`src/rtl/mrts_pkg.sv`:
```
// package: constants shared by the mode-register status device and its controller
package mrts_pkg;
  localparam logic [5:0] IO_CONFIG_ADDR      = 6'h03; // io_config_reg address
  localparam logic [5:0] STATUS_ADDR         = 6'h04; // refresh_temp_status address
  localparam logic [5:0] SETPOINT_ADDR       = 6'h0D; // set-point control register address
  localparam int         PULLUP_CAL_BIT      = 0;     // io_config_reg pullup_cal_point
  localparam int         POSTAMBLE_BIT       = 1;     // io_config_reg write_postamble_len
  localparam int         REPAIR_PROT_BIT     = 2;     // io_config_reg repair protection
  localparam int         WR_SETPOINT_BIT     = 6;     // write_setpoint_select
  localparam int         OP_SETPOINT_BIT     = 7;     // operating_setpoint_select
  localparam int         RATE_LSB            = 0;     // refresh-rate field low bit
  localparam int         RATE_MSB            = 2;     // refresh-rate field high bit
  localparam int         SELFREFRESH_ABORT_ENABLE_BIT        = 3;     // selfrefresh_abort_enable
  localparam int         REPAIR_ENTRY_BIT    = 4;     // repair_entry_bit
  localparam int         OFFSET_LSB          = 5;     // thermal offset low bit
  localparam int         OFFSET_MSB          = 6;     // thermal offset high bit
  localparam int         UPDATE_FLAG_BIT     = 7;     // temp_update_flag
  localparam logic [7:0] STATUS_WR_MASK      = 8'h78; // writable bits 6..3
  localparam logic [2:0] RATE_LOW_LIMIT      = 3'h0;  // below operating limit
  localparam logic [2:0] RATE_1X             = 3'h3;  // 85 degrees, default
  localparam logic [2:0] RATE_DERATE         = 3'h6;  // quarter rate with derating
  localparam logic [2:0] RATE_HIGH_LIMIT     = 3'h7;  // above operating limit
  localparam logic [1:0] OFFSET_RESERVED     = 2'h3;  // thermal offset code 11
  localparam logic [7:0] IO_CONFIG_RESET     = 8'h00; // per set point reset
  localparam logic [7:0] STATUS_RESET        = 8'h00; // writable status bits reset
  localparam int         POSTAMBLE_MIN_MHZ   = 1600;  // long postamble needs faster clock
  // host registers over AHB-Lite
  localparam logic [7:0] HOST_CMD_OFS        = 8'h00; // [15]go [14]write [13:8]addr [7:0]data
  localparam logic [7:0] HOST_RDATA_OFS      = 8'h04; // last read data, [8] busy
  localparam logic [7:0] HOST_STATUS_OFS     = 8'h08; // sticky events, write one clears
  localparam logic [7:0] HOST_MASK_OFS       = 8'h0C; // interrupt mask
  localparam logic [7:0] HOST_CLOCK_OFS      = 8'h10; // link clock rate in MHz
  localparam int         EV_DONE             = 0;     // command finished
  localparam int         EV_TEMP             = 1;     // bit 7 (update flag) seen set on a read answer while the latched host address is not FF
  localparam int         EV_LIMIT            = 2;     // out-of-range rate code seen
  localparam int         EV_REFUSED          = 3;     // postamble refused at low clock
  localparam int         EV_W                = 4;     // event count
endpackage : mrts_pkg
```
`src/rtl/mrts_link_if.sv`:
```
// interface: mode register command link between controller and device
`timescale 1ns/1ps
interface mrts_link_if;
  logic       req;      // command strobe, one cycle
  logic       write;    // 1 write, 0 read
  logic [5:0] addr;     // mode register address
  logic [7:0] wdata;    // write operand
  logic       rvalid;   // read data strobe
  logic [7:0] rdata;    // read operand
  modport ctrl (output req, write, addr, wdata, input rvalid, rdata);
  modport dev  (input req, write, addr, wdata, output rvalid, rdata);
endinterface : mrts_link_if

```
`src/rtl/mrts_device.sv`:
```
// device end: io configuration set points and refresh/temperature status register
`timescale 1ns/1ps
module mrts_device
  import mrts_pkg::*;
(
  input  wire logic       hclk,              // device clock
  input  wire logic       hresetn,           // power-on reset, active low
  input  wire logic       clk_en,            // freezes all state when low
  mrts_link_if.dev        link,              // mode register commands
  input  wire logic       init_done,         // initialization sequence complete (pin)
  input  wire logic [2:0] sensor_rate,       // sensor refresh code (pin)
  input  wire logic       sensor_hot,        // above 85 degrees (pin)
  input  wire logic       sensor_derate,     // timing derating needed (pin)
  input  wire logic       fast_clock,        // link clock above 1.6GHz (pin)
  output logic            pullup_cal_point,  // active pull-up calibration point
  output logic            write_postamble_len, // active long postamble
  output logic            repair_protect,    // repair protection enabled
  output logic            repair_mode,       // in post-package repair
  output logic            selfrefresh_abort_enable, // self refresh abort
  output logic [1:0]      thermal_offset,    // applied thermal offset
  output logic            operating_setpoint // active set point
);
  logic [7:0] io_cfg [2];       // two physical copies of io_config_reg
  logic [7:0] setpoint;         // set-point control register
  logic [7:0] status_wr;        // writable status bits 6..3
  logic [2:0] rate;             // reported refresh-rate code
  logic       update_flag;      // temp_update_flag
  logic [5:0] sync1;            // first stage of pin synchronisers
  logic [5:0] sync2;            // second stage
  logic [2:0] sync_rate1;       // first stage rate
  logic [2:0] sync_rate2;       // second stage rate
  logic       wr_sel;           // write set point
  logic       op_sel;           // operating set point
  logic       wr_io;            // write to io_config_reg
  logic       wr_st;            // write to status register
  logic       rd_st;            // read of status register
  logic [2:0] next_rate;        // rate code to report
  logic [7:0] status_word;      // assembled status value
  logic [7:0] next_status_wr;   // status write after masking

  assign wr_sel = setpoint[WR_SETPOINT_BIT];
  assign op_sel = setpoint[OP_SETPOINT_BIT];
  assign wr_io  = link.req && link.write && link.addr == IO_CONFIG_ADDR;
  assign wr_st  = link.req && link.write && link.addr == STATUS_ADDR;
  assign rd_st  = link.req && !link.write && link.addr == STATUS_ADDR;

  // pins cross in from the sensor domain through two flops
  always_ff @(posedge hclk or negedge hresetn)
  begin
    if (!hresetn)
    begin
      sync1      <= 6'h00;
      sync2      <= 6'h00;
      sync_rate1 <= 3'h0;
      sync_rate2 <= 3'h0;
    end
    else if (clk_en)
    begin
      sync1      <= {2'h0, init_done, sensor_hot, sensor_derate, fast_clock};
      sync2      <= sync1;
      sync_rate1 <= sensor_rate;
      sync_rate2 <= sync_rate1;
    end
  end

  // rate code: derating forces 110, hot forces msb, default 1x until init
  always_comb
  begin
    if (!sync2[3])
      next_rate = RATE_1X;
    else if (sync2[1])
      next_rate = RATE_DERATE;
    else if (sync2[2])
      next_rate = {1'b1, sync_rate2[1:0]};
    else
      next_rate = sync_rate2;
  end

  // reported rate
  always_ff @(posedge hclk or negedge hresetn)
  begin
    if (!hresetn)
      rate <= RATE_1X;
    else if (clk_en)
      rate <= next_rate;
  end

  // update flag: change sets, status read clears, set wins
  always_ff @(posedge hclk or negedge hresetn)
  begin
    if (!hresetn)
      update_flag <= 1'b0;
    else if (clk_en)
    begin
      if (next_rate != rate)
        update_flag <= 1'b1;
      else if (rd_st)
        update_flag <= 1'b0;
    end
  end

  // set-point control register
  always_ff @(posedge hclk or negedge hresetn)
  begin
    if (!hresetn)
      setpoint <= 8'h00;
    else if (clk_en && link.req && link.write && link.addr == SETPOINT_ADDR)
      setpoint <= link.wdata;
  end

  // io_config_reg copies; protection bit only ever rises
  always_ff @(posedge hclk or negedge hresetn)
  begin
    if (!hresetn)
    begin
      io_cfg[0] <= IO_CONFIG_RESET;
      io_cfg[1] <= IO_CONFIG_RESET;
    end
    else if (clk_en && wr_io)
    begin
      io_cfg[wr_sel] <= link.wdata;
      io_cfg[wr_sel][REPAIR_PROT_BIT] <= link.wdata[REPAIR_PROT_BIT]
                                         | repair_protect;
    end
  end

  // sticky repair protection, cleared only by power-on reset
  always_ff @(posedge hclk or negedge hresetn)
  begin
    if (!hresetn)
      repair_protect <= 1'b0;
    else if (clk_en && wr_io && link.wdata[REPAIR_PROT_BIT])
      repair_protect <= 1'b1;
  end

  // status writes keep bits 6..3; protected entry is refused
  always_comb
  begin
    next_status_wr = (link.wdata & STATUS_WR_MASK) | (status_wr & ~STATUS_WR_MASK);
    if (repair_protect && link.wdata[REPAIR_ENTRY_BIT])
      next_status_wr[REPAIR_ENTRY_BIT] = status_wr[REPAIR_ENTRY_BIT];
    if (link.wdata[OFFSET_MSB:OFFSET_LSB] == OFFSET_RESERVED)
      next_status_wr[OFFSET_MSB:OFFSET_LSB] = status_wr[OFFSET_MSB:OFFSET_LSB];
  end

  always_ff @(posedge hclk or negedge hresetn)
  begin
    if (!hresetn)
      status_wr <= STATUS_RESET;
    else if (clk_en && wr_st)
      status_wr <= next_status_wr;
  end

  assign status_word = {update_flag, status_wr[OFFSET_MSB:SELFREFRESH_ABORT_ENABLE_BIT], rate};

  // read answer one cycle after the command; reads use the write set point
  always_ff @(posedge hclk or negedge hresetn)
  begin
    if (!hresetn)
    begin
      link.rvalid <= 1'b0;
      link.rdata  <= 8'h00;
    end
    else if (clk_en)
    begin
      link.rvalid <= link.req && !link.write;
      if (link.req && !link.write)
      begin
        case (link.addr)
          IO_CONFIG_ADDR: link.rdata <= io_cfg[wr_sel];
          STATUS_ADDR:    link.rdata <= status_word;
          SETPOINT_ADDR:  link.rdata <= setpoint;
          default:        link.rdata <= 8'h00;
        endcase
      end
    end
  end

  // io configuration outputs follow only the operating set point
  always_ff @(posedge hclk or negedge hresetn)
  begin
    if (!hresetn)
    begin
      pullup_cal_point         <= 1'b0;
      write_postamble_len      <= 1'b0;
      repair_mode              <= 1'b0;
      selfrefresh_abort_enable <= 1'b0;
      thermal_offset           <= 2'h0;
      operating_setpoint       <= 1'b0;
    end
    else if (clk_en)
    begin
      pullup_cal_point         <= io_cfg[op_sel][PULLUP_CAL_BIT];
      // long postamble only honoured on a fast link clock
      write_postamble_len      <= io_cfg[op_sel][POSTAMBLE_BIT] & sync2[0];
      repair_mode              <= status_wr[REPAIR_ENTRY_BIT];
      selfrefresh_abort_enable <= status_wr[SELFREFRESH_ABORT_ENABLE_BIT];
      thermal_offset           <= status_wr[OFFSET_MSB:OFFSET_LSB];
      operating_setpoint       <= op_sel;
    end
  end
endmodule : mrts_device

```
`src/flat_wrapper.sv`:
```
// flat-port wrapper written by rule: the top's interface ports become plain ports
module mrts_device_flat import mrts_pkg::*;
  (hclk, hresetn, clk_en, init_done, sensor_rate, sensor_hot, sensor_derate, fast_clock, pullup_cal_point, write_postamble_len, repair_protect, repair_mode, selfrefresh_abort_enable, thermal_offset, operating_setpoint, link_req, link_write, link_addr, link_wdata, link_rvalid, link_rdata);
  mrts_link_if link_i ();
  input  wire logic hclk;
  input  wire logic hresetn;
  input  wire logic clk_en;
  input  wire logic init_done;
  input  wire logic [2:0] sensor_rate;
  input  wire logic sensor_hot;
  input  wire logic sensor_derate;
  input  wire logic fast_clock;
  output logic pullup_cal_point;
  output logic write_postamble_len;
  output logic repair_protect;
  output logic repair_mode;
  output logic selfrefresh_abort_enable;
  output logic [1:0] thermal_offset;
  output logic operating_setpoint;
  input wire logic [$bits(link_i.req)-1:0] link_req;
  input wire logic [$bits(link_i.write)-1:0] link_write;
  input wire logic [$bits(link_i.addr)-1:0] link_addr;
  input wire logic [$bits(link_i.wdata)-1:0] link_wdata;
  output wire logic [$bits(link_i.rvalid)-1:0] link_rvalid;
  output wire logic [$bits(link_i.rdata)-1:0] link_rdata;
  assign link_i.req = link_req;
  assign link_i.write = link_write;
  assign link_i.addr = link_addr;
  assign link_i.wdata = link_wdata;
  assign link_rvalid = link_i.rvalid;
  assign link_rdata = link_i.rdata;
  mrts_device u_core (.hclk(hclk), .hresetn(hresetn), .clk_en(clk_en), .link(link_i), .init_done(init_done), .sensor_rate(sensor_rate), .sensor_hot(sensor_hot), .sensor_derate(sensor_derate), .fast_clock(fast_clock), .pullup_cal_point(pullup_cal_point), .write_postamble_len(write_postamble_len), .repair_protect(repair_protect), .repair_mode(repair_mode), .selfrefresh_abort_enable(selfrefresh_abort_enable), .thermal_offset(thermal_offset), .operating_setpoint(operating_setpoint));
endmodule
```
`config.mk`:
```
export PLATFORM = sky130hd
export DESIGN_NAME = mrts_device_flat
export DESIGN_NICKNAME = d
export VERILOG_FILES = /design/src/rtl/mrts_pkg.sv /design/src/rtl/mrts_link_if.sv /design/src/rtl/mrts_device.sv /design/src/flat_wrapper.sv
export SDC_FILE = /design/constraint.sdc
export NUM_CORES = 1
export LEC_CHECK = 0
export BUFFER_PORTS_ARGS = -buffer_cell sky130_fd_sc_hd__buf_2
export CAP_MARGIN = 20
export CORE_MARGIN = 4
export CORE_UTILIZATION = 30
export CTS_CLUSTER_DIAMETER = 30
export CTS_CLUSTER_SIZE = 10
export DETAILED_ROUTE_END_ITERATION = 8
export SLEW_MARGIN = 5
export SYNTH_ARGS = -nofsm -noshare
export SYNTH_HDL_FRONTEND = slang
export SYNTH_SLANG_ARGS = --single-unit
```
`constraint.sdc`:
```
create_clock -name hclk -period 1.4 [get_ports hclk]
set_input_delay 0.14 -clock hclk [delete_from_list [all_inputs] [get_ports hclk]]
set_output_delay 0.14 -clock hclk [all_outputs]
set_load 0.03 [all_outputs]
```
==> results_tabular.tex <==
\begin{tabular}{lr}
\hline
Metric & Value \\
\hline
\multicolumn{2}{l}{\textbf{Critical path}} \\
\quad Crit path kind & reg -> reg \\
\quad Series of cell instances along the critical path & and4b\_1, buf\_12, mux2\_2 \\
\quad Worst-path cell with the longest stage delay & dfrtp\_2 \\
\quad First element of the critical path & u\_core.setpoint[6] \\
\quad Peak fanout along the critical path & 10 \\
\quad Worst path max stage delay & 0.44 ns \\
\quad Worst Setup Start Kind & flop \\
\quad WP data arrival & 1.57 ns \\
\quad Startpoint of the most critical register-to-register path & u\_core.setpoint[6] \\
\quad Data required, critical path & 1.62 ns \\
\quad Category of the worst setup path capture point & flop \\
\multicolumn{2}{l}{\textbf{Clock tree}} \\
\quad Num CTS Buffers & 9 \\
\quad H-tree levels & 3 \\
\quad Maximum clock insertion buffer count & 2 \\
\quad Clk\_lat worst skew & 0.34 ns \\
\quad Number of clock sinks seen by CTS & 63 \\
\quad CTS tree & yes \\
\quad Library cell used as clock root buffer & clkbuf\_8 \\
\quad Buffers inserted during post-CTS setup optimization & 0 \\
\quad Clock transition at the registers of the reported paths & 0.07 ns \\
\multicolumn{2}{l}{\textbf{Place}} \\
\quad Final RePlAce weighted congestion & 0.762 \\
\quad Buffers on Ports & 42 \\
\quad Dpl cell area & 3310 µm² \\
\quad Hpwl dp & 4.70 mm \\
\multicolumn{2}{l}{\textbf{GRT}} \\
\quad Number of global-route vias before repair & 1,947 \\
\quad Largest net degree at the start of global routing & 30 \\
\quad Total congestion overflow & 0 \\
\quad First-pass GRT wire length & 10.3 mm \\
\quad Initial antenna violation count & 0 \\
\quad Total Routing Usage GR & 0.122 \\
\multicolumn{2}{l}{\textbf{STA}} \\
\quad Pins over their slew limit & 0 \\
\quad Layout Skew & 0.0117 ns \\
\quad Final sum of negative setup slack & 0 ns \\
\quad Clock period minus worst slack & 1.35 ns \\
\quad Hold Fails Final Rpt & 0 \\
\quad Highest Clock Rate & 0.742 GHz \\
\quad Final Hold Slack & 0.0269 ns \\
\quad Unrepaired setup endpoints after global routing & false \\
\quad Worst slew margin relative to its limit & 0.668 \\
\quad Actual transition at the worst max-transition pin & 0.498 ns \\
\quad Total setup violations reported at the end of the flow & 0 \\
\quad Post-route clock period utilization & 0.963 \\
\multicolumn{2}{l}{\textbf{Logic synthesis}} \\
\quad Seq/Total Area, Yosys & 0.567 \\
\quad Synthesized netlist net count & 247 \\
\quad Combinational family with the most area after synthesis & multiplexers \\
\quad Post-Synthesis Mean Instance Area & 12.6 µm² \\
\quad Synthesized-area fraction occupied by xor and xnor cells & 0.00314 \\
\quad Fraction of the mapped netlist area in compound gates & 0.103 \\
\quad Async set-or-reset flop fraction in the synthesized netlist & 1.00 \\
\quad EDFF count, synth & 0 \\
\quad Synthesized instance count & 221 \\
\quad Unique masters post-synth & 42 \\
\quad YS warnings & 0 \\
\quad Fraction of synthesized area in multiplexers & 0.202 \\
\quad Area share of and/or/nand/nor cells after synthesis & 0.0970 \\
\quad Register bit count reported by yosys & 63 \\
\quad Prevailing post-synth register cell & dfrtp\_1 \\
\quad Adder and majority cell fraction of the synthesized area & 0 \\
\quad Post-Synthesis Cell Area & 2790 µm² \\
\multicolumn{2}{l}{\textbf{Floorplan}} \\
\quad Die ar. & 10,900 µm² \\
\quad IO Pins & 43 \\
\quad Die Span Y & 104 µm \\
\quad Chip width & 104 µm \\
\quad Core region area & 8890 µm² \\
\quad Initial Util & 0.313 \\
\quad Standard-cell row count & 34 \\
\multicolumn{2}{l}{\textbf{Route}} \\
\quad Detailed-route via count & 1,908 \\
\quad Drt via density & 4.77 \\
\quad Drt wl/cell & 15.6 µm \\
\quad First drt pass iteration count & 4 \\
\quad Number of design-rule violations left by the first detailed-router iteration & 50 \\
\quad Total Wirelength & 6.22 mm \\
\quad Antenna-violating nets left & 0 \\
\quad Post-detailed-route DRC marker count & 0 \\
\multicolumn{2}{l}{\textbf{Pwr}} \\
\quad Clk network pwr share & 0.368 \\
\quad Share of power burned in registers & 0.490 \\
\quad Power Dens Cells & 1200 nW/µm² \\
\quad Power consumption & 4.24 mW \\
\quad Total leakage power & 1.64 nW \\
\quad Maximum ir drop on the vdd rail & 0.000658 V \\
\quad Cell internal pwr & 3.07 mW \\
\quad Combinational fraction of design power & 0.142 \\
\quad Switching share of power & 0.276 \\
\quad Net switching power of the design & 1.17 mW \\
\multicolumn{2}{l}{\textbf{Layout}} \\
\quad Summed area of non-filler cells in the final layout & 3520 µm² \\
\quad Number of nets at the end of the flow & 313 \\
\quad Number of diodes & 0 \\
\quad Sequential Area & 1580 µm² \\
\quad Layout cell share with drive strength beyond 1 & 0.473 \\
\quad Layout-stage area growth over the synthesis result & 26.2\% \\
\quad Area used by multi-input combinational logic & 1160 µm² \\
\quad Filler Cell Count & 853 \\
\multicolumn{2}{l}{\textbf{Outcome}} \\
\quad Status & complete, no violations \\
\multicolumn{2}{l}{\textbf{Min path}} \\
\quad Hold Path Class & in -> reg \\
\quad Worst hold path startpoint & sensor\_derate \\
\multicolumn{2}{l}{\textbf{Job}} \\
\quad Number of max-capacitance violations reported & 0 \\
\hline
\end{tabular}
==> cell usage in the layout (no fill, tap or decap), drive strengths merged, types with 4 or more instances in the layout <==
cell and instances:
a2bb2oi 7, dfrtp 61, clkinvlp 4, clkbuf 9, o21ai 5, mux2i 9
nand2 9, nand3 4, inv 4, a21oi 15, mux2 42, buf 65
nor2 19
==> power groups by stage <==
stage | sequential (mW) | combinational [mW] | clock [mW]
6_report | 2.07 | 0.600 | 1.56
5_1_grt | 2.10 | 0.660 | 1.72
4_1_cts | 2.08 | 0.612 | 1.62
3_5_place_dp | 2.11 | 0.608 | 0
3_3_place_gp | 2.11 | 0.598 | 0
2_1_floorplan | 2.20 | 0.258 | 0
==> metrics by stage <==
stage | std cells | worst slack [ns] | utilization
3_5_place_dp | 383 | -0.0733 | 0.372
4_1_cts | 400 | 0.0347 | 0.395
2_1_floorplan | 221 | -0.0287 | -
6_report | 400 | 0.0515 | 0.396
3_3_place_gp | 383 | -0.0297 | 0.372
5_1_grt | 400 | 0.0102 | 0.396
==> cells in the mapped netlist, types with 3 or more instances <==
cell | number | area [µm²]
o22a_2 | 3 | 30.0
nor2_1 | 19 | 71.3
a31oi_1 | 3 | 18.8
a21oi_1 | 15 | 75.1
nand3_1 | 4 | 20.0
buf_2 | 3 | 15.0
inv_1 | 4 | 15.0
nand2_1 | 8 | 30.0
mux2_2 | 42 | 473
o21ai_0 | 5 | 25.0
a2bb2oi_1 | 7 | 61.3
mux2i_1 | 9 | 90.1
clkbuf_1 | 4 | 15.0
dfrtp_1 | 61 | 1530
==> path summary, 6_finish.rpt <==
| kind | to | slack, ns | cells after the start |
|---|---|---|---|
| max | u_core.io_cfg[13] | 0.05 | 3 |
| min | u_core.sync1[1] | 0.03 | 2 |
| max reg2reg | u_core.io_cfg[13] | 0.05 | 3 |
| min reg2reg | u_core.io_cfg[2] | 0.49 | 2 |
| max in group asynchronous | u_core.setpoint[6] | 0.59 | 3 |
| min in group asynchronous | u_core.io_cfg[2] | 0.30 | 2 |
==> kinds of logic (layout without fill, tap and decap cells) <==
| logic type | Yosys count | after routing |
|---|---|---|
| xor gates and xnor gates | 1 | 1 |
| muxes | 51 | 51 |
| and+or+nand+nor | 49 | 49 |
| buffers and inverters | 15 | 86 |
| DFF | 63 | 63 |
| AOI/OAI and AO/OA | 42 | 42 |
==> metal layers <==
layer | part of all wire | track usage | wire length [µm]
met5 | 0 | 0 | 0
met3 | 0.054 | 0.0459 | 334
met1 | 0.46 | 0.159 | 2880
met4 | 0.011 | 0.0408 | 68
met2 | 0.47 | 0.185 | 2940
==> layout make-up <==
type,instances,share of cell area
flip-flops and latches,63,0.449
multi-input cells,143,0.329
repair buffers,66,0.122
well taps,108,0.0384
clock buffers,9,0.0352
clock inverters,7,0.0210
inverters,4,0.00427
==> sequential cells by signal (all words and copies together), names as in the netlist <==
signal,count
u_core.repair_mode,1
u_core.selfrefresh_abort_enable,1
u_core.thermal_offset,2
u_core.update_flag,1
u_core.sync1,4
u_core.rate,3
u_core.link.rdata,8
u_core.sync_rate2,3
u_core.io_cfg,16
u_core.write_postamble_len,1
u_core.link.rvalid,1
u_core.setpoint,8
u_core.sync_rate1,3
u_core.repair_protect,1
u_core.sync2,4
u_core.operating_setpoint,1
u_core.status_wr,4
u_core.pullup_cal_point,1
==> critical path: cells and delay by family (launching register included) <==
kind / cells / cell delay, ns
mux: 1 / 0.33
buf+inv: 1 / 0.15
simple gates: 1 / 0.30
flops: 1 / 0.44
==> timing repair <==
item / in CTS / in global routing
hold buffers: 1 / 0
gates resized for setup: 0 / 2
endpoints found under the setup margin: 0 / 6
hold endpoints to repair: 15 / 0
Note: power is estimated with default switching activity, not from simulation.
